===== config.mk =====
export PLATFORM = sky130hd
export DESIGN_NAME = table_pointer_access_unit
export DESIGN_NICKNAME = d
export VERILOG_FILES = /design/src/verilog/table_access_pkg.sv /design/src/verilog/table_pointer_access_unit.sv
export SDC_FILE = /design/constraint.sdc
export NUM_CORES = 1
export LEC_CHECK = 0
export BUFFER_PORTS_ARGS = -buffer_cell sky130_fd_sc_hd__clkbuf_2
export CAP_MARGIN = 5
export CORE_MARGIN = 1.5
export CORE_UTILIZATION = 50
export CTS_BUF_LIST = sky130_fd_sc_hd__clkbuf_16
export CTS_CLUSTER_SIZE = 12
export DETAILED_ROUTE_END_ITERATION = 16
export HOLD_SLACK_MARGIN = 0.12
export PLACE_DENSITY = 0.72
export SLEW_MARGIN = 20
export SYNTH_ARGS = -nofsm -noshare
export SYNTH_HDL_FRONTEND = slang
export SYNTH_SLANG_ARGS = --single-unit

===== constraint.sdc =====
create_clock -name core_clk -period 4.6 [get_ports core_clk]
set_clock_uncertainty 0.2 [all_clocks]
set_input_delay 0.69 -clock core_clk [delete_from_list [all_inputs] [get_ports core_clk]]
set_output_delay 0.69 -clock core_clk [all_outputs]
set_load 0.01 [all_outputs]

===== src/verilog/table_access_pkg.sv =====
//////////////////////////////////////////////////////////////////////////////
// Purpose: Shared constants and carriers for the table pointer access unit
// Assumes: One core clock; four phases per instruction cycle
// Notes:   Phase is a 2-bit binary count; state encoding is the enum default
//////////////////////////////////////////////////////////////////////////////
package table_access_pkg;

	localparam int          PTR_W        = 21;
	localparam int          HOLD_N       = 8;
	localparam int          HOLD_SEL_W   = 3;
	localparam int          PHASE_N      = 4;
	localparam logic [11:0] OP_PREFIX    = 12'h000;
	localparam logic [1:0]  OP_KIND_RD   = 2'h2;
	localparam logic [1:0]  OP_KIND_WR   = 2'h3;
	localparam logic [1:0]  MODE_KEEP    = 2'h0;
	localparam logic [1:0]  MODE_POSTINC = 2'h1;
	localparam logic [1:0]  MODE_POSTDEC = 2'h2;
	localparam logic [1:0]  MODE_PREINC  = 2'h3;
	localparam logic [20:0] PTR_RESET    = 21'h000000;
	localparam logic [7:0]  LATCH_RESET  = 8'h00;
	localparam logic [7:0]  HOLD_RESET   = 8'hff;
	localparam logic [1:0]  PHASE_LAST   = 2'h3;

	typedef enum logic [1:0] {
		ST_IDLE,
		ST_EXEC1,
		ST_EXEC2
	} table_state_e;

	typedef struct packed {
		logic [PTR_W-1:0] addr;
		logic             rd;
	} pmem_req_s;

	typedef struct packed {
		table_state_e         state;
		logic [1:0]           phase;
		logic                 is_write;
		logic [1:0]           mode;
		logic [PTR_W-1:0]     table_byte_pointer;
		logic [7:0]           table_latch;
		logic [HOLD_N-1:0][7:0] hold;
		pmem_req_s            req;
	} table_unit_s;

endpackage : table_access_pkg


===== src/verilog/table_pointer_access_unit.sv =====
//////////////////////////////////////////////////////////////////////////////
// Purpose: Executes table read and table write instructions of the core
// Assumes: Decoder presents an opcode with op_valid on phase 0 of a cycle
// Notes:   Program memory answers combinationally in the same clock
//////////////////////////////////////////////////////////////////////////////
// Contract
// - Table read loads the byte at the pointer into the latch.
// - Pointer is 21 bits, one byte per address, 2 Mbyte range.
// - Pointer bit 0 chooses low (0) or high (1) byte of a word.
// - Read opcode is twelve zeros, 10, then a two-bit pointer mode.
// - Post modes access then step; pre-increment steps then accesses.
// - Neither operation changes any arithmetic status flag.
// - Write opcode is twelve zeros, 11, then the same two-bit mode.
// - Write copies the latch into holding register picked by pointer bits 2:0.
// - Write updates the pointer per mode, pre-increment before selection.
// - Holding registers only stage data for a later programming sequence.
//////////////////////////////////////////////////////////////////////////////
`timescale 1ns/10ps

module table_pointer_access_unit
	import table_access_pkg::*;
(
	input  wire logic                     core_clk,
	input  wire logic                     nrst,
	input  wire logic                     op_valid,
	input  wire logic [15:0]              opcode,
	input  wire logic                     ptr_load,
	input  wire logic [PTR_W-1:0]         ptr_load_value,
	input  wire logic                     latch_load,
	input  wire logic [7:0]               latch_load_value,
	input  wire logic [7:0]               pmem_rdata,
	output logic                          op_accept,
	output logic                          busy,
	output logic                          status_write_en,
	output logic                          pmem_rd,
	output logic [PTR_W-1:0]              pmem_addr,
	output logic [PTR_W-1:0]              table_byte_pointer,
	output logic [7:0]                    table_latch,
	output logic [HOLD_N-1:0][7:0]        hold_data
);

	table_unit_s cur;
	table_unit_s next_cur;
	logic        is_tbl;

	////////////////////////////////////////////////////////////////////////
	// Pointer step with natural wrap at the 21-bit boundary
	function automatic logic [PTR_W-1:0] ptr_step(input logic [PTR_W-1:0] p,
	                                              input logic             up);
		ptr_step = up ? p + 21'h000001 : p - 21'h000001;
	endfunction : ptr_step

	assign is_tbl = (opcode[15:4] == OP_PREFIX) && opcode[3];
	assign op_accept = op_valid && is_tbl && (cur.state == ST_IDLE)
	                   && (cur.phase == 2'h0);

	////////////////////////////////////////////////////////////////////////
	always_comb begin
		next_cur = cur;
		next_cur.phase = cur.phase + 2'h1;
		next_cur.req.rd = 1'b0;
		// Software writes to the pointer and latch only land while idle
		if (cur.state == ST_IDLE && ptr_load) begin
			next_cur.table_byte_pointer = ptr_load_value;
		end
		if (cur.state == ST_IDLE && latch_load) begin
			next_cur.table_latch = latch_load_value;
		end
		case (cur.state)
			ST_IDLE: begin
				if (op_accept) begin
					next_cur.state = ST_EXEC1;
					next_cur.is_write = (opcode[3:2] == OP_KIND_WR);
					next_cur.mode = opcode[1:0];
				end
			end
			ST_EXEC1: begin
				if (cur.phase == PHASE_LAST) begin
					next_cur.state = ST_EXEC2;
					// Pre-increment steps before the access so it selects the new byte
					if (cur.mode == MODE_PREINC) begin
						next_cur.table_byte_pointer = ptr_step(cur.table_byte_pointer, 1'b1);
					end
				end
			end
			ST_EXEC2: begin
				next_cur.req.addr = cur.table_byte_pointer;
				next_cur.req.rd = !cur.is_write && (cur.phase == 2'h0);
				if (cur.phase == PHASE_LAST) begin
					next_cur.state = ST_IDLE;
					if (cur.is_write) begin
						next_cur.hold[cur.table_byte_pointer[HOLD_SEL_W-1:0]] = cur.table_latch;
					end else begin
						next_cur.table_latch = pmem_rdata;
					end
					if (cur.mode == MODE_POSTINC) begin
						next_cur.table_byte_pointer = ptr_step(cur.table_byte_pointer, 1'b1);
					end else if (cur.mode == MODE_POSTDEC) begin
						next_cur.table_byte_pointer = ptr_step(cur.table_byte_pointer, 1'b0);
					end
				end
			end
			default: begin
				next_cur.state = ST_IDLE;
			end
		endcase
	end

	always_ff @(posedge core_clk or negedge nrst) begin
		if (!nrst) begin
			cur.state <= ST_IDLE;
			cur.phase <= 2'h0;
			cur.is_write <= 1'b0;
			cur.mode <= MODE_KEEP;
			cur.table_byte_pointer <= PTR_RESET;
			cur.table_latch <= LATCH_RESET;
			cur.hold <= {HOLD_N{HOLD_RESET}};
			cur.req <= '0;
		end else begin
			cur <= next_cur;
		end
	end

	////////////////////////////////////////////////////////////////////////
	assign busy = (cur.state != ST_IDLE);
	assign status_write_en = 1'b0;
	// Memory address is held throughout the access cycle and, for a table read only, read is enabled in all four of its phases
	assign pmem_addr = (cur.state == ST_EXEC2) ? cur.table_byte_pointer : cur.req.addr;
	assign pmem_rd = (cur.state == ST_EXEC2) && !cur.is_write;
	assign table_byte_pointer = cur.table_byte_pointer;
	assign table_latch = cur.table_latch;
	assign hold_data = cur.hold;
endmodule : table_pointer_access_unit


Word level (Yosys, flattened, before mapping)
Cells that the tools add are included.
- add/sub/neg operators: 3
- order comparisons: 2
- equal/unequal tests: 10
- mux-type cells: 19
- reduce and logical (&&, ||, !) cells: 17
- operators by type and width (kind ; count):
    two-way mux 21 bit ; 6
    two-way mux 94 bit ; 1
    two-way mux 93 bit ; 1
    bitwise mux 64 bit ; 1
    two-way mux 64 bit ; 1
    case mux 21 bit (2 select lines) ; 1
    demux 8 bit (select 3 bit) ; 1
    two-way mux 8 bit ; 3
    adder 21 x 1 -> 21 bit, second input constant ; 1
    subtractor 21 x 1 -> 21 bit, second input constant ; 1
    zero test 12 bit ; 1
    equality test 2 bit, second input constant ; 5
    logical AND 1 bit ; 9
    two-way mux 2 bit ; 3
    inequality test 2 bit, second input constant ; 3
    case mux 2 bit (3 select lines) ; 1
    AND reduction 3 bit ; 2
    equality test 2 x 1 -> 1 bit, second input constant ; 2
    zero test 2 bit ; 2
    < comparator 3 x 4 -> 1 bit, second input constant ; 1
    >= comparator 3 x 1 -> 1 bit, second input constant ; 1
    adder 2 x 1 -> 2 bit, second input constant ; 1
    AND reduction 2 bit ; 1
    nonzero test 2 bit ; 1
    zero test 1 bit ; 1
- register bits: 121
- input port bits: 58

Depth between registers and ports, before layout
- depth in word-level cells: 8
- gate-level depth with buffers: 10

Worst setup path before layout
No wires, ideal clock.
- path kind: register to output
- from: reg cur[120] in the netlist's numbering
- to: out pmem_addr[11]
- data arrival time: 1791 ps
- data required time: 3710 ps
- path slack: 1919 ps
- cell stages (with the launch flop): 7
- path through: dfrtp_1 -> inv_1 -> ha_1 -> clkbuf_1 -> clkbuf_1 -> mux2_2 -> buf_4
- longest elaborated chain between the ends: 2
- ends and longest elaborated chain (what ; line ; RTL):
    from (decl) ; table_pointer_access_unit.sv:42 ; table_unit_s cur;
    from (signal assigned) ; table_pointer_access_unit.sv:120 ; cur <= next_cur;
    equality test 2 bit ; table_pointer_access_unit.sv:128 ; assign pmem_addr = (cur.state == ST_EXEC2) ? cur.table_byte_pointer : cur.req.addr;
    two-way mux 21 bit ; table_pointer_access_unit.sv:128 ;
    to (decl) ; table_pointer_access_unit.sv:36 ; output logic [PTR_W-1:0] pmem_addr,
Every way passes these cells.

Worst setup path after layout
- from: reg cur[120] in the netlist's numbering
- to: out pmem_addr[3]
The elaborated chain is that of the path after synthesis.

==> metrics <==
status complete, no violations; Distinct cells, synth 58; Port Buffers between 150 and 200; first-pass GRT wire length 27.4 mm; routability-driven placement congestion ratio 0.944; Finished Cell Area around 0.008 sq mm; CTS HTree Levels 4; final setup margin 1.33 ns; Slew @ Worst Pin 0.873 ns; number of synthesized flops with an enable pin 0; leakage roughly 0.0036 uW; Die H 122 um; Power Density 539 mW/mm^2; post-CTS setup buffer count 0; worst min-delay path class input pin to async pin; Avg Inst Size Synth 10.5 sq um; max-cap viol count 0; via count 5244; Worst setup SP type flip-flop; initial DRC count 380; delay-heaviest family, CP buffers and inverters; final hold vios 0; CP Capture Type output pin; io pins 176; DRC 0; Final Setup Violations 0; drt pass-1 iters 5; CP Buf/Inv Count 3; predominant post-synthesis flop cell dfstp_2; maximum operating frequency ~310 MHz; Sink Count ~120; total power 4190 uW; total routed wirelength 17.3 mm; count leader, synth buf_4; peak supply drop 0.000336 V; sequential share of the synthesized area a little over two fifths; DP Worst Slack 1.69 ns; worst reg2reg startpoint cur[120]; Final min period 3.27 ns; Post-synth ARST share 100%; Mapped Cells 677; crit path cell chain inv_1 -> ha_2 -> buf_4 -> mux2_2 -> clkbuf_2; Synth Register Bits between 100 and 150; Core ar. ~0.014 sq mm; Initial Util 51.2%; hold buffer count at cts 0; Area after DPL 0.00723 sq mm; number of global-route vias before repair 5062; fin nets 787; Worst EP required 3.71 ns; largest net degree at the start of global routing 63; Overflow after GRT 0; GR Util All Layers 23.9%; final period utilization 71.1%; Via density 5.74; Synth Cell Area 0.00711 sq mm; Skew-Pair Late Insertion Delay 0.42 ns; Critical-path top delay cell ha_2; CP Class flip-flop to output pin; post-route ant nets 0; fin. max-slew vios 0; post-route setup TNS 0 ns; ranking of synthesized cells by area dfstp_2 24%, dfrtp_1 20%, mux2_2 13%; Num CTS Buffers 17; Ys Warns 0; fin util between 50% and 60%; Yosys top cell area share 23.7%; clk slew on worst S/H paths approximately 0.06 ns; cts repair resizes 0; worst-path fanout max 23; antenna cells 0; RSZ-0062 raised after global routing no; DIE AREA 0.0149 sq mm; initial antenna violation count 0; wire per inst 18.9 um; Area growth syn-to-layout 9.30%; beginning of the critical path cur[120]; Syn Nets 743; layout cells sized above 1 49.9%; CTS tree built; Max stage delay on crit path 0.58 ns; Commonest cells post-synth 116 x buf_4, 84 x mux2_2, 64 x dfstp_2; Cell Rows 43; Die Span X roughly 120 um; Max-slew headroom 41.8%; Yosys top cell by area dfstp_2; CTS max path bufs 2; post-DP HPWL 12.4 mm; Root Driver clkbuf_16; Critical Path AT approximately 2.4 ns
==> cells in the final DEF (no fill, tap or decap), types with 4 or more instances in the layout <==
cell	Yosys	layout
nor2b_1	9	9
mux2_2	84	84
dfstp_2	64	64
inv_6	0	6
inv_1	11	11
dfrtp_1	57	57
nor4_1	8	8
xnor2_1	16	16
mux2i_1	22	22
ha_1	8	7
or3_1	5	5
o21ai_1	5	5
nand2_1	43	43
nand4_1	7	7
a22oi_1	8	8
o22ai_1	14	14
o21ai_0	15	15
nand2b_1	5	5
and4_1	4	4
a21oi_1	28	28
clkbuf_16	0	17
and2_1	4	4
nor2_1	31	31
nor3_1	10	10
o32ai_1	5	5
nand3_1	17	17
clkbuf_2	0	173
and3_1	4	4
==> metrics by stage <==
stage / std cells / hold WS, ns
final: 914 / 0.147
after global routing: 914 / 0.205
after CTS: 914 / 0.169
after detailed placement: 882 / 0.238
after global placement: 882 / 0.232
after floorplan: 677 / 0.194
==> metal layers <==
layer / vias up / GRT usage [%] / routed length (um) / part of all wire (%)
met5: - / 0 / 0 / 0
met2: 250 / 37.8 / 8490 / 49
met4: 0 / 9.38 / 397 / 2.3
met3: 33 / 6.04 / 1210 / 7.0
li1: 2372 / - / - / -
met1: 2589 / 31.5 / 7200 / 42
==> where the power goes <==
part | switching, uW | internal (uW) | total, uW
clock | 523 | 699 | 1220
combinational | 763 | 565 | 1330
sequential | 381 | 1250 | 1640
==> logic make-up after synthesis <==
group,share of synthesized area [%]
buffers and inverters,14.8
AND/OR/NAND/NOR,12.3
flip-flops,43.7
multiplexers,16.7
AO/OA/AOI/OAI,8.70
XOR/XNOR,2.22
adder cells (fa/ha/maj),1.41
other,0.0528
==> path summary, 6_finish.rpt <==
path                                               to  slack [ns]  cells after the start
worst max-delay path                     pmem_addr[3]        1.33                      5
worst min-delay path            table_byte_pointer[7]        0.15                      1
worst max register to register  table_byte_pointer[7]        1.63                      6
worst min register to register               cur[118]        0.26                      1
max in group asynchronous                   async pin        3.22                      2
min in group core_clk                        cur[118]        0.26                      1
==> cell type report <==
class | count | area (sq um)
clock inverters | 15 | 116
well taps | 180 | 225
fillers | 1225 | 6110
multi-input cells | 393 | 2950
clock buffers | 17 | 425
repair buffers | 176 | 901
flip-flops and latches | 121 | 3110
inverters | 12 | 45.0
Power figures use the tool's default switching activity.
